### src/hdl/rtc_core_pkg.sv
// shared constants and carrier types for the bcd timekeeper
package rtc_core_pkg;

  // ----------------------------------------------------------------
  // register offsets
  // ----------------------------------------------------------------
  localparam logic [5:0] ADDR_FRACTION_SECONDS = 6'h00;
  localparam logic [5:0] ADDR_SECONDS_STOP = 6'h01;
  localparam logic [5:0] ADDR_MINUTES = 6'h02;
  localparam logic [5:0] ADDR_CENTURY_AND_HOURS = 6'h03;
  localparam logic [5:0] ADDR_WEEKDAY = 6'h04;
  localparam logic [5:0] ADDR_DAY_OF_MONTH = 6'h05;
  localparam logic [5:0] ADDR_MONTH = 6'h06;
  localparam logic [5:0] ADDR_YEAR = 6'h07;
  localparam logic [5:0] ADDR_OUTPUT_AND_CALIBRATION = 6'h08;
  localparam logic [5:0] ADDR_WATCHDOG_CONFIG = 6'h09;
  localparam logic [5:0] ADDR_ALARM_MONTH_ENABLES = 6'h0A;
  localparam logic [5:0] ADDR_ALARM_DAY_OF_MONTH = 6'h0B;
  localparam logic [5:0] ADDR_ALARM_HOUR_HALT = 6'h0C;
  localparam logic [5:0] ADDR_ALARM_MINUTE = 6'h0D;
  localparam logic [5:0] ADDR_ALARM_SECOND = 6'h0E;
  localparam logic [5:0] ADDR_EVENT_FLAGS = 6'h0F;
  localparam logic [5:0] ADDR_RESERVED_A = 6'h10;
  localparam logic [5:0] ADDR_RESERVED_C = 6'h12;
  localparam logic [5:0] ADDR_SQUARE_WAVE_RATE = 6'h13;
  localparam logic [5:0] ADDR_FIRST_NON_CLOCK = 6'h08;

  // ----------------------------------------------------------------
  // field positions
  // ----------------------------------------------------------------
  localparam int OSCILLATOR_HALT_BIT = 7;
  localparam int CENTURY_TOGGLE_ENABLE_BIT = 7;
  localparam int CENTURY_FLAG_BIT = 6;
  localparam int UPDATE_FREEZE_BIT = 6;
  localparam int ALARM_IRQ_ENABLE_BIT = 7;
  localparam int BACKUP_ALARM_ENABLE_BIT = 5;
  localparam int REPEAT_HI_BIT = 7;
  localparam int REPEAT_BIT_5_BIT = 6;
  localparam int CMD_WRITE_BIT = 7;

  // ----------------------------------------------------------------
  // values after reset and fixed codes
  // ----------------------------------------------------------------
  localparam logic [7:0] RESET_BYTE = 8'h00;
  localparam logic [7:0] RESET_ONE_BCD = 8'h01;
  localparam logic [4:0] RPT_EVERY_SECOND = 5'h1F;
  localparam logic [4:0] RPT_EVERY_MINUTE = 5'h1E;
  localparam logic [4:0] RPT_EVERY_HOUR = 5'h1C;
  localparam logic [4:0] RPT_EVERY_DAY = 5'h18;
  localparam logic [4:0] RPT_EVERY_MONTH = 5'h10;
  localparam logic [4:0] RPT_EVERY_YEAR = 5'h00;

  // ----------------------------------------------------------------
  // timing
  // ----------------------------------------------------------------
  localparam int CLK_PERIOD_PS = 5000;
  localparam int HUNDREDTH_PERIOD_MS = 10;
  // divide first so the product stays inside a 32-bit int
  localparam int HUNDREDTH_CYCLES = HUNDREDTH_PERIOD_MS * (1000000000 / CLK_PERIOD_PS);

  // ----------------------------------------------------------------
  // carriers
  // ----------------------------------------------------------------
  typedef struct packed {
    logic scl;
    logic chip_enable_b;
    logic sdi;
    logic power_fail;
    logic low_battery_flag;
  } pin_set_t;

  typedef struct packed {
    logic valid;
    logic [5:0] addr;
    logic [7:0] data;
  } host_write_t;

endpackage : rtc_core_pkg

### src/hdl/bcd_timekeeper_alarm.sv
// bcd timekeeper with repeat alarm behind an spi slave port
// How it works
// - eight bcd clock registers at 00h-07h, host readable and writable.
// - century flag inverts at century rollover only when century toggle enable set.
// - weekday low three bits count one through seven.
// - oscillator halt bit stops counting; clearing resumes within one second.
// - reading clock addresses freezes user-copy refresh.
// - power failure sets update freeze; clearing it resumes refresh.
// - user copies refreshed together from internal counters.
// - completed host write to a clock address resets the divider chain.
// - writing clock addresses freezes refresh until deselect or pointer leaves them.
// - clock and alarm bytes are bcd, control bytes plain binary.
// - alarm match sets alarm hit flag; with irq enable drives interrupt pin.
// - repeat bits select second, minute, hour, day, month or year matching.
// - undefined repeat codes fire every second.
// - pointer resting on flags address withholds alarm flag and interrupt.
// - reading flags clears alarm hit flag and interrupt pin.
// - in battery backup interrupt needs both backup and irq enables.
// - power-up clears backup alarm enable and alarm irq enable.
// - control register reachable on its own, independent of clock registers.
// - first spi bit one writes, zero reads; one unused bit, then six address bits; then data.
// - burst pointer increments per byte, wrapping 3Fh to 00h.
module bcd_timekeeper_alarm
  import rtc_core_pkg::*;
#(
  parameter int HUNDREDTH_CYCLES_P = rtc_core_pkg::HUNDREDTH_CYCLES
) (
  input wire logic clk_sys_i,
  input wire logic rst_b_i,
  input wire logic scl_i,
  input wire logic chip_enable_b_i,
  input wire logic sdi_i,
  input wire logic power_fail_i,
  input wire logic low_battery_flag_i,
  output logic sdo_o,
  output logic sdo_oe_b_o,
  output logic interrupt_output_pin_o,
  output logic interrupt_output_pin_oe_b_o
);
  import rtc_core_pkg::*;

  // ----------------------------------------------------------------
  // pin synchronisers
  // ----------------------------------------------------------------
  pin_set_t pins_meta;
  pin_set_t pins;
  pin_set_t pins_prev;

  always_ff @(posedge clk_sys_i or negedge rst_b_i) begin
    if (!rst_b_i) begin
      pins_meta <= '{scl: 1'b0, chip_enable_b: 1'b1, sdi: 1'b0, power_fail: 1'b0,
                     low_battery_flag: 1'b0};
      pins <= '{scl: 1'b0, chip_enable_b: 1'b1, sdi: 1'b0, power_fail: 1'b0,
                low_battery_flag: 1'b0};
      pins_prev <= '{scl: 1'b0, chip_enable_b: 1'b1, sdi: 1'b0, power_fail: 1'b0,
                     low_battery_flag: 1'b0};
    end else begin
      pins_meta <= '{scl: scl_i, chip_enable_b: chip_enable_b_i, sdi: sdi_i,
                     power_fail: power_fail_i, low_battery_flag: low_battery_flag_i};
      pins <= pins_meta;
      pins_prev <= pins;
    end
  end

  logic scl_rise;
  logic scl_fall;
  logic selected;
  logic power_lost;
  logic power_back;
  assign selected = !pins.chip_enable_b && !pins.power_fail;
  assign scl_rise = pins.scl && !pins_prev.scl;
  assign scl_fall = !pins.scl && pins_prev.scl;
  assign power_lost = pins.power_fail && !pins_prev.power_fail;
  assign power_back = !pins.power_fail && pins_prev.power_fail;

  // ----------------------------------------------------------------
  // storage
  // ----------------------------------------------------------------
  logic [7:0] itime [0:7];
  logic [7:0] ucopy [0:7];
  logic [7:0] regs [8:63];
  logic alarm_hit_flag;
  logic [7:0] read_byte;
  logic [5:0] read_addr;

  // ----------------------------------------------------------------
  // spi slave, modes 0 and 3
  // ----------------------------------------------------------------
  logic addr_phase;
  logic is_write;
  logic [2:0] bit_cnt;
  logic [5:0] ptr;
  logic [7:0] shift_in;
  logic [7:0] shift_out;
  logic [7:0] next_byte;
  logic byte_done;
  logic flags_read;
  host_write_t host_wr;

  assign next_byte = {shift_in[6:0], pins.sdi};
  assign byte_done = selected && scl_rise && (bit_cnt == 3'h7);
  assign read_addr = addr_phase ? next_byte[5:0] : 6'(ptr + 6'h01);

  always_ff @(posedge clk_sys_i or negedge rst_b_i) begin
    if (!rst_b_i) begin
      addr_phase <= 1'b1;
      is_write <= 1'b0;
      bit_cnt <= 3'h0;
      ptr <= 6'h00;
      shift_in <= RESET_BYTE;
      shift_out <= RESET_BYTE;
      flags_read <= 1'b0;
      host_wr <= '0;
    end else begin
      flags_read <= 1'b0;
      host_wr.valid <= 1'b0;
      if (!selected) begin
        addr_phase <= 1'b1;
        bit_cnt <= 3'h0;
        if (pins.power_fail) begin
          ptr <= 6'h00;
        end
      end else if (scl_rise) begin
        shift_in <= next_byte;
        bit_cnt <= 3'(bit_cnt + 3'h1);
        if (bit_cnt == 3'h7) begin
          if (addr_phase) begin
            addr_phase <= 1'b0;
            is_write <= next_byte[CMD_WRITE_BIT];
            ptr <= next_byte[5:0];
            if (!next_byte[CMD_WRITE_BIT]) begin
              shift_out <= read_byte;
              flags_read <= (next_byte[5:0] == ADDR_EVENT_FLAGS);
            end
          end else begin
            ptr <= 6'(ptr + 6'h01);
            if (is_write) begin
              host_wr <= '{valid: 1'b1, addr: ptr, data: next_byte};
            end else begin
              shift_out <= read_byte;
              flags_read <= (read_addr == ADDR_EVENT_FLAGS);
            end
          end
        end
      end else if (scl_fall && !addr_phase && !is_write) begin
        shift_out <= {shift_out[6:0], 1'b0};
      end
    end
  end

  always_ff @(posedge clk_sys_i or negedge rst_b_i) begin
    if (!rst_b_i) begin
      sdo_o <= 1'b0;
      sdo_oe_b_o <= 1'b1;
    end else begin
      sdo_oe_b_o <= !(selected && !addr_phase && !is_write);
      if (selected && scl_fall && !addr_phase && !is_write) begin
        sdo_o <= shift_out[7];
      end
    end
  end

  // user copies stay put while a clock address is the live target
  logic clock_access;
  logic refresh_hold;
  assign clock_access = selected && !addr_phase && (ptr < ADDR_FIRST_NON_CLOCK);
  assign refresh_hold = clock_access || regs[ADDR_ALARM_HOUR_HALT][UPDATE_FREEZE_BIT];

  // ----------------------------------------------------------------
  // read mux
  // ----------------------------------------------------------------
  always_comb begin
    if (read_addr < ADDR_FIRST_NON_CLOCK) begin
      read_byte = ucopy[read_addr[2:0]];
    end else if (read_addr == ADDR_EVENT_FLAGS) begin
      read_byte = {1'b0, alarm_hit_flag, 1'b0, pins.low_battery_flag, 4'h0};
    end else if (read_addr >= ADDR_RESERVED_A && read_addr <= ADDR_RESERVED_C) begin
      read_byte = RESET_BYTE;
    end else begin
      read_byte = regs[read_addr];
    end
  end

  // ----------------------------------------------------------------
  // bcd counting chain
  // ----------------------------------------------------------------
  function automatic logic [7:0] bcd_step(input logic [7:0] v, input logic [7:0] lo,
                                          input logic [7:0] hi);
    logic [7:0] r;
    r = lo;
    if (v < hi) begin
      r = (v[3:0] >= 4'h9) ? {4'(v[7:4] + 4'h1), 4'h0} : 8'(v + 8'h01);
    end
    return r;
  endfunction

  function automatic logic [7:0] month_last_day(input logic [4:0] m, input logic [7:0] y);
    logic leap;
    leap = y[4] ? (y[3:0] == 4'h2 || y[3:0] == 4'h6)
                : (y[3:0] == 4'h0 || y[3:0] == 4'h4 || y[3:0] == 4'h8);
    case (m)
      5'h02: month_last_day = leap ? 8'h29 : 8'h28;
      5'h04, 5'h06, 5'h09, 5'h11: month_last_day = 8'h30;
      default: month_last_day = 8'h31;
    endcase
  endfunction

  logic [7:0] next_t [0:7];
  logic [7:0] step;
  logic second_wrap;

  always_comb begin
    for (int i = 0; i < 8; i++) begin
      next_t[i] = itime[i];
    end
    step = RESET_BYTE;
    next_t[0] = bcd_step(itime[0], 8'h00, 8'h99);
    second_wrap = (itime[0] >= 8'h99);
    if (second_wrap) begin
      step = bcd_step({1'b0, itime[1][6:0]}, 8'h00, 8'h59);
      next_t[1][6:0] = step[6:0];
      if (itime[1][6:0] >= 7'h59) begin
        step = bcd_step({1'b0, itime[2][6:0]}, 8'h00, 8'h59);
        next_t[2][6:0] = step[6:0];
        if (itime[2][6:0] >= 7'h59) begin
          step = bcd_step({2'b00, itime[3][5:0]}, 8'h00, 8'h23);
          next_t[3][5:0] = step[5:0];
          if (itime[3][5:0] >= 6'h23) begin
            step = bcd_step({5'h00, itime[4][2:0]}, 8'h01, 8'h07);
            next_t[4][2:0] = step[2:0];
            step = bcd_step({2'b00, itime[5][5:0]}, 8'h01,
                            month_last_day(itime[6][4:0], itime[7]));
            next_t[5][5:0] = step[5:0];
            if (step == 8'h01) begin
              step = bcd_step({3'b000, itime[6][4:0]}, 8'h01, 8'h12);
              next_t[6][4:0] = step[4:0];
              if (step == 8'h01) begin
                next_t[7] = bcd_step(itime[7], 8'h00, 8'h99);
                if (itime[7] >= 8'h99 && itime[3][CENTURY_TOGGLE_ENABLE_BIT]) begin
                  next_t[3][CENTURY_FLAG_BIT] = !itime[3][CENTURY_FLAG_BIT];
                end
              end
            end
          end
        end
      end
    end
  end

  // ----------------------------------------------------------------
  // divider and internal counters
  // ----------------------------------------------------------------
  logic [31:0] div_cnt;
  logic tick;
  logic clock_written;
  logic second_done;
  assign clock_written = host_wr.valid && (host_wr.addr < ADDR_FIRST_NON_CLOCK);
  assign tick = (div_cnt == 32'(HUNDREDTH_CYCLES_P - 1));

  always_ff @(posedge clk_sys_i or negedge rst_b_i) begin
    if (!rst_b_i) begin
      div_cnt <= 32'h0;
      second_done <= 1'b0;
      for (int i = 0; i < 8; i++) begin
        itime[i] <= (i >= 4 && i <= 6) ? RESET_ONE_BCD : RESET_BYTE;
      end
    end else begin
      second_done <= 1'b0;
      if (clock_written) begin
        div_cnt <= 32'h0;
        itime[host_wr.addr[2:0]] <= host_wr.data;
      end else if (itime[1][OSCILLATOR_HALT_BIT]) begin
        div_cnt <= 32'h0;
      end else if (tick) begin
        div_cnt <= 32'h0;
        second_done <= second_wrap;
        for (int i = 0; i < 8; i++) begin
          itime[i] <= next_t[i];
        end
      end else begin
        div_cnt <= 32'(div_cnt + 32'h1);
      end
    end
  end

  // ----------------------------------------------------------------
  // register file and user copies
  // ----------------------------------------------------------------
  always_ff @(posedge clk_sys_i or negedge rst_b_i) begin
    if (!rst_b_i) begin
      for (int i = 0; i < 8; i++) begin
        ucopy[i] <= (i >= 4 && i <= 6) ? RESET_ONE_BCD : RESET_BYTE;
      end
      for (int i = 8; i < 64; i++) begin
        regs[i] <= RESET_BYTE;
      end
    end else begin
      if (clock_written) begin
        ucopy[host_wr.addr[2:0]] <= host_wr.data;
      end else if (!refresh_hold) begin
        for (int i = 0; i < 8; i++) begin
          ucopy[i] <= itime[i];
        end
      end
      if (host_wr.valid && host_wr.addr >= ADDR_FIRST_NON_CLOCK) begin
        if (host_wr.addr == ADDR_SQUARE_WAVE_RATE) begin
          regs[host_wr.addr] <= {host_wr.data[7:4], 4'h0};
        end else if (host_wr.addr < ADDR_EVENT_FLAGS || host_wr.addr > ADDR_RESERVED_C) begin
          regs[host_wr.addr] <= host_wr.data;
        end
      end
      if (power_lost) begin
        regs[ADDR_ALARM_HOUR_HALT][UPDATE_FREEZE_BIT] <= 1'b1;
      end
      if (power_back) begin
        regs[ADDR_ALARM_MONTH_ENABLES][ALARM_IRQ_ENABLE_BIT] <= 1'b0;
        regs[ADDR_ALARM_MONTH_ENABLES][BACKUP_ALARM_ENABLE_BIT] <= 1'b0;
      end
    end
  end

  // ----------------------------------------------------------------
  // alarm match and interrupt
  // ----------------------------------------------------------------
  logic [4:0] repeat_code;
  logic sec_eq, min_eq, hour_eq, date_eq, month_eq;
  logic alarm_match;
  logic alarm_pending;
  logic alarm_fire;
  logic irq_enable;
  logic backup_enable;
  logic irq_on;

  assign repeat_code = {regs[ADDR_ALARM_DAY_OF_MONTH][REPEAT_BIT_5_BIT],
                        regs[ADDR_ALARM_DAY_OF_MONTH][REPEAT_HI_BIT],
                        regs[ADDR_ALARM_HOUR_HALT][REPEAT_HI_BIT],
                        regs[ADDR_ALARM_MINUTE][REPEAT_HI_BIT],
                        regs[ADDR_ALARM_SECOND][REPEAT_HI_BIT]};
  assign sec_eq = itime[1][6:0] == regs[ADDR_ALARM_SECOND][6:0];
  assign min_eq = itime[2][6:0] == regs[ADDR_ALARM_MINUTE][6:0];
  assign hour_eq = itime[3][5:0] == regs[ADDR_ALARM_HOUR_HALT][5:0];
  assign date_eq = itime[5][5:0] == regs[ADDR_ALARM_DAY_OF_MONTH][5:0];
  assign month_eq = itime[6][4:0] == regs[ADDR_ALARM_MONTH_ENABLES][4:0];
  assign irq_enable = regs[ADDR_ALARM_MONTH_ENABLES][ALARM_IRQ_ENABLE_BIT];
  assign backup_enable = regs[ADDR_ALARM_MONTH_ENABLES][BACKUP_ALARM_ENABLE_BIT];

  always_comb begin
    case (repeat_code)
      RPT_EVERY_SECOND: alarm_match = 1'b1;
      RPT_EVERY_MINUTE: alarm_match = sec_eq;
      RPT_EVERY_HOUR: alarm_match = sec_eq && min_eq;
      RPT_EVERY_DAY: alarm_match = sec_eq && min_eq && hour_eq;
      RPT_EVERY_MONTH: alarm_match = sec_eq && min_eq && hour_eq && date_eq;
      RPT_EVERY_YEAR: alarm_match = sec_eq && min_eq && hour_eq && date_eq && month_eq;
      default: alarm_match = 1'b1;
    endcase
  end

  // a match seen while the pointer sits on flags waits for it to move away
  assign alarm_fire = (alarm_pending || (second_done && alarm_match))
                      && (ptr != ADDR_EVENT_FLAGS);

  always_ff @(posedge clk_sys_i or negedge rst_b_i) begin
    if (!rst_b_i) begin
      alarm_pending <= 1'b0;
    end else if (ptr == ADDR_EVENT_FLAGS) begin
      alarm_pending <= alarm_pending || (second_done && alarm_match);
    end else begin
      alarm_pending <= 1'b0;
    end
  end

  // clear wins when a match lands on the flags read; the match waits in alarm_pending
  always_ff @(posedge clk_sys_i or negedge rst_b_i) begin
    if (!rst_b_i) begin
      alarm_hit_flag <= 1'b0;
    end else if (alarm_fire) begin
      alarm_hit_flag <= 1'b1;
    end else if (flags_read) begin
      alarm_hit_flag <= 1'b0;
    end
  end

  assign irq_on = alarm_hit_flag && irq_enable && (!pins.power_fail || backup_enable);

  always_ff @(posedge clk_sys_i or negedge rst_b_i) begin
    if (!rst_b_i) begin
      interrupt_output_pin_o <= 1'b0;
      interrupt_output_pin_oe_b_o <= 1'b1;
    end else begin
      interrupt_output_pin_o <= 1'b0;
      interrupt_output_pin_oe_b_o <= !irq_on;
    end
  end

  // ----------------------------------------------------------------
  // assertions
  // ----------------------------------------------------------------
  ptr_burst_step_a: assert property (@(posedge clk_sys_i) disable iff (!rst_b_i)
    (byte_done && !addr_phase) |=> (ptr == 6'($past(ptr) + 6'h01)))
    else $error("pointer did not advance after a data byte");

  copy_hold_a: assert property (@(posedge clk_sys_i) disable iff (!rst_b_i)
    (clock_access && !clock_written) |=> (ucopy[0] == $past(ucopy[0])))
    else $error("user copy changed during clock access");

  flag_clear_a: assert property (@(posedge clk_sys_i) disable iff (!rst_b_i)
    (flags_read && !alarm_fire) |=> !alarm_hit_flag)
    else $error("alarm flag survived a flags read");

  flag_withheld_a: assert property (@(posedge clk_sys_i) disable iff (!rst_b_i)
    $rose(alarm_hit_flag) |-> ($past(ptr) != ADDR_EVENT_FLAGS))
    else $error("alarm flag rose with pointer on flags");

  irq_gate_a: assert property (@(posedge clk_sys_i) disable iff (!rst_b_i)
    (!interrupt_output_pin_oe_b_o) |-> $past(alarm_hit_flag && irq_enable
                                   && (!pins.power_fail || backup_enable)))
    else $error("interrupt driven without its enables");

  div_reset_a: assert property (@(posedge clk_sys_i) disable iff (!rst_b_i)
    clock_written |=> (div_cnt == 32'h0) ##1 (div_cnt <= 32'h1))
    else $error("divider not restarted by clock write");

  halt_freeze_a: assert property (@(posedge clk_sys_i) disable iff (!rst_b_i)
    (itime[1][OSCILLATOR_HALT_BIT] && !clock_written) |=> $stable(itime[0]))
    else $error("hundredths moved while halted");

  power_freeze_a: assert property (@(posedge clk_sys_i) disable iff (!rst_b_i)
    power_lost |=> regs[ADDR_ALARM_HOUR_HALT][UPDATE_FREEZE_BIT])
    else $error("update freeze not set on power loss");

  powerup_clear_a: assert property (@(posedge clk_sys_i) disable iff (!rst_b_i)
    power_back |=> !irq_enable && !backup_enable)
    else $error("alarm enables not cleared at power-up");

endmodule // bcd_timekeeper_alarm

### config.mk
export PLATFORM = sky130hd
export DESIGN_NAME = bcd_timekeeper_alarm
export DESIGN_NICKNAME = d
export VERILOG_FILES = /design/src/hdl/rtc_core_pkg.sv /design/src/hdl/bcd_timekeeper_alarm.sv
export SDC_FILE = /design/constraint.sdc
export NUM_CORES = 1
export LEC_CHECK = 0
export BUFFER_PORTS_ARGS = -buffer_cell sky130_fd_sc_hd__buf_2
export CORE_UTILIZATION = 64
export DETAILED_ROUTE_END_ITERATION = 10
export PLACE_DENSITY = 0.88
export SYNTH_ARGS = -nofsm -noshare
export SYNTH_HDL_FRONTEND = slang
export SYNTH_SLANG_ARGS = --single-unit
### constraint.sdc
create_clock -name clk_sys_i -period 3.67 [get_ports clk_sys_i]
set_clock_uncertainty 0.15 [all_clocks]
set_input_delay 0.1835 -clock clk_sys_i [delete_from_list [all_inputs] [get_ports clk_sys_i]]
set_output_delay 0.1835 -clock clk_sys_i [all_outputs]
set_load 0.02 [all_outputs]
# Word level (Yosys, flattened, before mapping)
# Cells that the tools add are included.
# word_totals
input_bits,7
output_inout_bits,4
reg_bits,668
word_cells,403
# classes
reduce_logical,80
bitwise,5
eq_ne,34
n_addsub,18
muxes,121
order_cmp,35
# op_table
op,count
448-bit bitwise mux,2
448-bit 2-to-1 mux,2
432-bit 2-to-1 mux,1
64-bit 2-to-1 mux,5
8-bit 2-to-1 mux,33
64-bit bitwise mux,2
32-bit 2-to-1 mux,3
7-bit 2-to-1 mux,12
6-bit 2-to-1 mux,13
15-bit 2-to-1 mux,5
13-bit 2-to-1 mux,5
8-bit binary-select mux with 6-bit select,1
8-bit demux with 6-bit select,1
"4-bit >= comparator, second input constant",9
"32-bit by 1-bit adder with 32-bit output, second input constant",1
"32-bit by 21-bit equality test with 1-bit output, second input constant",1
"7-bit >= comparator, second input constant",4
2-bit nonzero test,14
1-bit logical AND,27
"5-bit equality test, second input constant",5
8-bit binary-select mux with 3-bit select,1
8-bit demux with 3-bit select,1
"6-bit by 4-bit < comparator with 1-bit output, second input constant",4
1-bit 2-to-1 mux,24
other kinds (62),117

# Longest topological paths before layout
# Gate-level depths: netlist of the first run.
# depth
ltp_word,32
ltp_mapped,14
ltp_nobuf,10

# Worst setup path after synthesis of the first run
# OpenSTA, ideal clock, no wires.
# synth_path
path_type,flip-flop to flip-flop
from,reg itime[8] in the netlist's numbering
to,reg itime[12] in the netlist's numbering
slack_ps,460
required_ps,3401
arrival_ps,2941
path_stages_with_launch,12
period_less_slack_ps,3210
setup_ps,119
n_path_buf,2
cell_sequence,dfstp_2 clkbuf_1 inv_1 ha_1 and3_1 inv_1 ha_1 a2111oi_0 nor3_1 or2_2 buf_2 o21a_1
# synth_via
elab_chain_cells,16
word_cells_on_any_way,38
classes_between,add/sub: 1; order compare: 3; eq/ne: 6; mux: 25; reduce/logical: 3
# synth_rtl
element,line,source
start: declaration,bcd_timekeeper_alarm.sv:79,logic [7:0] itime [0:7];
start signal: indexed assignment,bcd_timekeeper_alarm.sv:265,itime[i] <= (i >= 4 && i <= 6) ? RESET_ONE_BCD : RESET_BYTE;
start signal: indexed assignment,bcd_timekeeper_alarm.sv:271,itime[host_wr.addr[2:0]] <= host_wr.data;
start signal: indexed assignment,bcd_timekeeper_alarm.sv:278,itime[i] <= next_t[i];
5-bit by 3-bit equality test with 1-bit output (tied with other cells),bcd_timekeeper_alarm.sv:201,case (m)
4-bit OR reduction or 6-bit 2-to-1 mux (tied branches),"bcd_timekeeper_alarm.sv:201, bcd_timekeeper_alarm.sv:192",
5-bit case mux with 2 select lines or 6-bit 2-to-1 mux (tied branches),"bcd_timekeeper_alarm.sv:201, bcd_timekeeper_alarm.sv:191",
"8-bit 2-to-1 mux, on equally long branches","bcd_timekeeper_alarm.sv:228, bcd_timekeeper_alarm.sv:234",
"8-bit 2-to-1 mux, on equally long branches","bcd_timekeeper_alarm.sv:225, bcd_timekeeper_alarm.sv:228",
"8-bit 2-to-1 mux, on equally long branches","bcd_timekeeper_alarm.sv:222, bcd_timekeeper_alarm.sv:225",
"8-bit 2-to-1 mux, on equally long branches","bcd_timekeeper_alarm.sv:219, bcd_timekeeper_alarm.sv:222",
6-bit by 8-bit < comparator with 1-bit output or 8-bit 2-to-1 mux (tied branches),"bcd_timekeeper_alarm.sv:191, bcd_timekeeper_alarm.sv:219",
7-bit 2-to-1 mux or 13-bit 2-to-1 mux (tied branches),"bcd_timekeeper_alarm.sv:191, bcd_timekeeper_alarm.sv:234",
8-bit 2-to-1 mux or 13-bit 2-to-1 mux (tied branches),bcd_timekeeper_alarm.sv:228,if (itime[3][5:0] >= 6'h23) begin
8-bit 2-to-1 mux or 13-bit 2-to-1 mux (tied branches),bcd_timekeeper_alarm.sv:225,if (itime[2][6:0] >= 7'h59) begin
8-bit 2-to-1 mux or 13-bit 2-to-1 mux (tied branches),bcd_timekeeper_alarm.sv:222,if (itime[1][6:0] >= 7'h59) begin
8-bit 2-to-1 mux or 13-bit 2-to-1 mux (tied branches),bcd_timekeeper_alarm.sv:219,if (second_wrap) begin
8-bit by 1-bit equality test with 1-bit output or 64-bit 2-to-1 mux (tied branches),"bcd_timekeeper_alarm.sv:234, bcd_timekeeper_alarm.sv:274",
2-bit nonzero test (no source line) or 64-bit 2-to-1 mux (tied branches),-,
7-bit AND reduction (no source line) or 64-bit 2-to-1 mux (tied branches),-,
# Parallel ways exist; a longest one is shown, timed or not. The select of a mux whose other input is x is not followed.
# A chain may end at the register's enable or synchronous reset.

# Worst setup path after layout of the first run
# layout_path
from,reg addr_phase
to,reg shift_out[1]
# layout_via
elab_chain_cells,12
word_cells_on_any_way,29
classes_between,order compare: 3; eq/ne: 3; mux: 15; bitwise: 2; reduce/logical: 6
# layout_rtl
element,line,source
start: declaration,bcd_timekeeper_alarm.sv:89,logic addr_phase;
start signal: assignment,bcd_timekeeper_alarm.sv:106,addr_phase <= 1'b1;
start signal: assignment,bcd_timekeeper_alarm.sv:118,addr_phase <= 1'b1;
start signal: assignment,bcd_timekeeper_alarm.sv:128,addr_phase <= 1'b0;
6-bit 2-to-1 mux,bcd_timekeeper_alarm.sv:102,assign read_addr = addr_phase ? next_byte[5:0] : 6'(ptr + 6'h01);
6-bit inverter with 7-bit output (implied by the code),bcd_timekeeper_alarm.sv:180,read_byte = regs[read_addr];
8-bit binary-select mux with 6-bit select,bcd_timekeeper_alarm.sv:180,
8-bit 2-to-1 mux (implied by the code) (2 in series),bcd_timekeeper_alarm.sv:180,
8-bit 2-to-1 mux,bcd_timekeeper_alarm.sv:177,end else if (read_addr >= ADDR_RESERVED_A && read_addr <= ADDR_RESERVED_C) begin
8-bit 2-to-1 mux,bcd_timekeeper_alarm.sv:175,end else if (read_addr == ADDR_EVENT_FLAGS) begin
8-bit 2-to-1 mux,bcd_timekeeper_alarm.sv:173,if (read_addr < ADDR_FIRST_NON_CLOCK) begin
"8-bit 2-to-1 mux, on equally long branches","bcd_timekeeper_alarm.sv:137, bcd_timekeeper_alarm.sv:131",
8-bit 2-to-1 mux,bcd_timekeeper_alarm.sv:127,if (addr_phase) begin
8-bit 2-to-1 mux,bcd_timekeeper_alarm.sv:126,if (bit_cnt == 3'h7) begin
8-bit 2-to-1 mux,bcd_timekeeper_alarm.sv:123,end else if (scl_rise) begin
end signal: assignment,bcd_timekeeper_alarm.sv:132,shift_out <= read_byte;
end signal: assignment,bcd_timekeeper_alarm.sv:140,shift_out <= read_byte;
end signal: assignment,bcd_timekeeper_alarm.sv:146,"shift_out <= {shift_out[6:0], 1'b0};"
end: declaration,bcd_timekeeper_alarm.sv:94,logic [7:0] shift_out;
# Parallel ways exist; a longest one is shown, timed or not. The select of a mux whose other input is x is not followed.

==> results.cfg, run 1 <==
[run_status]
outcome = complete, no violations

[floorplan]
row_count = 82
die_h_um = 228
dieArea_mm2 = 0.0519
start_util_pct = 65.0
coreArea_mm2 = 0.0502
pin_count = 11
die_x_um = 228

[routing]
wl_um = 100000
drt-vias-per-instance = 6.78
drc_errors = 0
first_iter_violations = 3678
detail-route-antenna-nets = 0
vias = 26800
dr.pass1.iters = 6
wl_per_cell_um = 25.3

[sta]
fin_crit_ns = 3.61
rsz0062_at_grt = false
slew_headroom_pct = 23.7
fmax_mhz = 277
min_period_over_period_pct = 98.4
maxSlewViolCount = 0
fin_hold_ws_ns = 0.0245
setup_violations = 0
fin_tns_setup_ns = 0
setup_ws_ns = 0.0597
tightest_slew_ns = 1.14
hold_violations = 0

[setup_path]
startpoint_type = flip-flop
worstPathRequired_ns = 4.01
path_max_fanout = 12
end_kind = flip-flop
arrival_ns = 3.95
worstSetupPathType = flip-flop to flip-flop

[clock_tree]
h-tree-depth = 3
clk_path_buf_depth = 3
clockRootBuffer = clkbuf_16
clock_sinks = 668
clk_latency_ns = 0.64
numCtsBuffers = 70
cts_tree = yes
path_clk_slew_ns = 0.06

[placement]
gp_congestion = 0.993
pre_cts_slack_ns = 0.146
io_buffers = 9
dp_hpwl_um = 65200

[logic_synthesis]
yosysWarningCount = 0
synth_simple_gate_area_share_pct = 15.2
synthFlopType = dfrtp_1
yosys.area.top_type = dfrtp_1
synthesis.nets = 3302
ys_seq_area_share_pct = 51.3
synthXorXnorAreaFrac_pct = 1.80
synth_top_cells_by_count = dfrtp_1 (657), nand2_1 (595), mux2_2 (274), clkbuf_1 (232), o21ai_0 (225)
syn_inst = 3252
synth_most_common_cell = dfrtp_1
synth_edf_count = 0
muxShareOfSynthArea_pct = 14.2
synthTopCellsByArea = dfrtp_1 (50%), mux2_2 (9.5%), nand2_1 (6.8%), o21ai_0 (3.5%), clkbuf_1 (2.7%)
synth-compound-area-share_pct = 12.1
synth_top_area_share_pct = 50.4
syn_area_mm2 = 0.0326
netlist-cell-type-count = 75
synthArstFlopShare_pct = 100
ys_seq_elements = 668
syn_area_per_cell_um2 = 10.0
synth_top_family_by_area = simple AND/OR/NAND/NOR gates
synth_fa_ha_area_share_pct = 1.65

[grt]
grt_max_degree = 112
grt_usage_pct = 38.6
grt_overflow_total = 0
antenna_found_initial = 1
grt_pass1_vias = 26700
grt_pass1_wl_um = 155000

[worst_hold_path]
hp-class = primary input to asynchronous set/reset pin

[layout]
layout.area.seq_mm2 = 0.0167
fin_nets = 3274
fillCellCount = 3359
area_growth_pct = 11.5
num_antenna_cells = 0
drive_above_1_share_pct = 19.4
multi_input_area_mm2 = 0.0148

[power]
power_switching_mw = 4.80
p_int_mw = 12.7
power_density_mw_per_mm2 = 480
pwr-share-seq_pct = 44.1
ir_worst_vdd_mv = 0.440
clkPwrFrac_pct = 42.5
swShare_pct = 27.5
p_leak_nw = 16.7
pwr-share-comb_pct = 13.4

[run]
drv_cap = 0
==> path summary, 6_finish.rpt <==
path	startpoint	to	slack, ns	depth (start not counted)
worst max-delay path	addr_phase	shift_out[1]	0.06	8
worst min-delay path	rst_b_i	div_cnt[11]	0.02	2
worst max register to register	addr_phase	shift_out[1]	0.06	8
worst min register to register	pins_meta[3]	pins[3]	0.21	0
max in group asynchronous	rst_b_i	host_wr[5]	2.17	3
min in group clk_sys_i	sdi_i	pins_meta[2]	0.04	2
==> final cells by class <==
class                   count  area share (%)
clock buffers              99            5.74
repair buffers            171            4.05
multi-input cells        2271            40.6
clock inverters            26           0.850
well taps                 672            2.31
inverters                  42           0.433
flip-flops and latches    668            46.0
==> layer usage <==
metal  global-route usage [%]  vias up  share of wire (%)
li1                         -    11300                  -
met4                     20.3        2                5.5
met2                     60.6     1742                 47
met5                        0        -             0.0090
met3                     7.98      404                 10
met1                     50.9    13300                 37
==> kinds of logic after synthesis <==
family                   Yosys count
AO/OA/AOI/OAI                    647
XOR/XNOR                          67
adder cells (fa/ha/maj)           43
buffers and inverters            314
flip-flops                       668
multiplexers                     388
other                              1
AND/OR/NAND/NOR                 1124
==> what timing repair did <==
action	CTS	global route
hold buffers	6	0
buffers inserted	0	0
gates resized for setup	0	3
endpoints found under the hold margin	123	0
endpoints found under the setup margin	0	4
==> layout by cell type (no fill, tap or decap), drive strengths merged, types with 11 or more instances in the layout <==
cell type  netlist  routed
nor3b           11      11
nor2           182     182
a221o           14      14
mux2           274     274
a22o            16      16
inv             42      44
a32o            13      13
xor2            40      40
mux4            33      33
nand2          596     596
and3            14      14
and2            15      16
nand4           24      24
dfrtp          657     657
buf             40     165
a31oi           12      12
nor2b           18      18
a221oi          22      22
or3             11      11
xnor2           27      27
o22ai           63      63
ha              43      43
dfstp           11      11
or2             14      14
clkbuf         232      99
o32ai           13      13
o211ai          11      11
mux2i           81      81
nor3            42      42
a21oi          170     170
a22oi           11      11
clkinv           0      14
nand3          152     152
o21ai          234     234
==> flip-flops by register name (all words and copies together) (netlist names), 2 cells and up <==
signal,flops
itime,64
div_cnt,32
ptr,6
bit_cnt,3
pins,4
ucopy,64
shift_out,8
host_wr,15
pins_prev,2
regs,446
shift_in,7
pins_meta,5
==> power groups by stage <==
stage	registers, mW	logic, mW	clock network (mW)
CTS	7.69	2.24	7.44
finish	7.70	2.34	7.42
global placement	7.81	2.17	0
floorplan	7.75	1.23	0
detailed placement	7.81	2.21	0
global route	7.70	2.44	7.74
==> critical path, stage by stage, from the launching register on <==
cell and delay (ns):
dfstp_2 0.69, or2_2 0.34, and2_4 0.43, buf_4 0.31, mux4_2 0.55, a221oi_1 0.61
nor2_1 0.09, o21ai_0 0.17, o41ai_1 0.11
==> stage by stage <==
| stage | instances | power (mW) | cell area, um^2 | util (%) |
|---|---|---|---|---|
| CTS | 3948 | 17.4 | 36300 | 72.4 |
| finish | 3949 | 17.5 | 36400 | 72.5 |
| detailed placement | 3817 | 10.0 | 33900 | 67.6 |
| floorplan | 3252 | 8.97 | 32600 | - |
| global placement | 3817 | 9.98 | 33900 | 67.6 |
| global route | 3949 | 17.9 | 36400 | 72.5 |
No activity file was read; power rests on OpenSTA's default activity.
==> inputs of run 2 (changes only) <==
--- a/config.mk
+++ b/config.mk
@@ -6,9 +6,12 @@
 export NUM_CORES = 1
 export LEC_CHECK = 0
 export BUFFER_PORTS_ARGS = -buffer_cell sky130_fd_sc_hd__buf_2
-export CORE_UTILIZATION = 64
+export CELL_PAD_IN_SITES_DETAIL_PLACEMENT = 1
+export CELL_PAD_IN_SITES_GLOBAL_PLACEMENT = 1
+export CORE_UTILIZATION = 51
 export DETAILED_ROUTE_END_ITERATION = 10
 export PLACE_DENSITY = 0.88
+export SETUP_SLACK_MARGIN = 0.2
 export SYNTH_ARGS = -nofsm -noshare
 export SYNTH_HDL_FRONTEND = slang
 export SYNTH_SLANG_ARGS = --single-unit
==> run 2 against run 1 <==
Power up 4.0%. Critical path type unchanged. First-iteration DRC count down 19%. Highest routed layer is now met4. Combinational power up 8.5%.
==> results.cfg, run 2 (synthesis results as in run 1) <==
[run_status]
outcome = complete, no violations

[layout]
most-common-layout-cells = dfrtp_1 (653), nand2_1 (595), mux2_2 (273)
area_growth_pct = 13.0
reg_top3 = regs x446, itime x64, ucopy x64
largest_reg_flops = 446
top_register = regs
fin_nets = 3287
drive_above_1_share_pct = 20.0
finish.utilization_pct = 58.4
final_common_cell = dfrtp_1

[grt]
grt_pass1_wl_um = 183000
antenna_found_initial = 2
grt_pass1_vias = 29600
grt_max_degree = 120
grt_usage_pct = 37.5
grt_overflow_total = 0

[setup_path]
cp_slowest_cell = dfstp_4
r2r_setup_slack_ns = 0.18
path_max_fanout = 41
end_kind = flip-flop
cp_slowest_stage_delay_ns = 0.75
worstPathRequired_ns = 4.02
path_cells = nand2_1 -> nand2_8 -> buf_12 -> mux4_2 -> nand2_1 -> nand3_1 -> o211ai_1 -> nand3_1 -> a221o_1
arrival_ns = 3.85
startpoint_type = flip-flop
worstSetupPathType = flip-flop to flip-flop

[run]
drv_cap = 0

[worst_hold_path]
hp-class = primary input to flip-flop

[sta]
slew_headroom_pct = 28.7
fin_tns_setup_ns = 0
tightest_slew_ns = 1.07
setup_ws_ns = 0.176
rsz0062_at_grt = true
hold_violations = 0
maxSlewViolCount = 0
setup_violations = 0
min_period_over_period_pct = 95.2
fmax_mhz = 286
fin_crit_ns = 3.49

[clock_tree]
clk_path_buf_depth = 3
cts_tree = yes
clk_latency_ns = 0.63
h-tree-depth = 3
clock_sinks = 668
path_clk_slew_ns = 0.06
clockRootBuffer = clkbuf_16
numCtsBuffers = 74

[routing]
wl_um = 120000
first_iter_violations = 2980
detail-route-antenna-nets = 0
wl_per_cell_um = 29.0
drc_errors = 0
drt-vias-per-instance = 6.66
dr.pass1.iters = 6
vias = 27600

[floorplan]
coreArea_mm2 = 0.0631
start_util_pct = 51.7
die_h_um = 255
row_count = 92
dieArea_mm2 = 0.0650
pin_count = 11
die_x_um = 255

[placement]
gp_congestion = 0.984
pre_cts_slack_ns = 0.142
io_buffers = 9
dp_hpwl_um = 78500

[power]
p_leak_nw = 16.8
power_density_mw_per_mm2 = 493
ir_worst_vdd_mv = 0.410
run 2: final cells by class:
class	instances	area (um^2)
fillers	6790	26200
flip-flops and latches	668	16700
multi-input cells	2270	14800
clock buffers	105	2150
repair buffers	181	1550
well taps	846	1060
clock inverters	30	404
inverters	42	158
diodes	1	2.50
run 2: power breakdown:
group          total [mW]  internal [mW]  switching, mW
logic                2.54          0.793           1.74
clock network        7.91           4.67           3.24
registers            7.71           7.54          0.166
total                18.2           13.0           5.15
run 2: layer usage:
layer / GRT usage [%] / vias to the layer above / share of wire [%]
met5: 0 / - / 0
met2: 60.3 / 1531 / 48
li1: - / 11400 / -
met3: 7.41 / 478 / 8.3
met1: 47.1 / 14200 / 38
met4: 21.7 / 0 / 5.8
run 2: worst max-delay path: cells and delay by family (launching register included):
family / cells / cell delay (ns)
AO/OA/AOI/OAI: 2 / 0.49
AND/OR/NAND/NOR: 5 / 1.04
multiplexers: 1 / 0.59
buffers and inverters: 1 / 0.32
flip-flops: 1 / 0.75
run 2: stage by stage:
stage | std cells | hold slack [ns] | cell area (um^2) | total power [mW]
2_1_floorplan | 3252 | -0.262 | 32600 | 8.97
6_report | 4143 | 0.0573 | 36900 | 18.2
4_1_cts | 4140 | 0.0486 | 36800 | 18.1
3_5_place_dp | 3992 | 0.0456 | 34100 | 10.1
3_3_place_gp | 3992 | 0.0385 | 34100 | 10.1
5_1_grt | 4142 | 0.0953 | 36900 | 18.5
run 2: final timing paths:
kind / startpoint / end / cells past startpoint
hold reg to reg: pins_meta[1] / pins[1] / 0
setup reg to reg: addr_phase / shift_out[0] / 9
hold / removal: scl_i / pins_meta[4] / 2
setup / recovery: addr_phase / shift_out[0] / 9
max in group asynchronous: rst_b_i / itime[6] / 4
min in group asynchronous: rst_b_i / itime[52] / 3
run 2: repair_timing:
item	CTS	global route
hold endpoints to repair	188	0
setup buffers	5	1
setup endpoints to repair	7	17
gates resized for setup	3	9
cloned	0	1
pin swaps	2	0
hold buffers	8	0
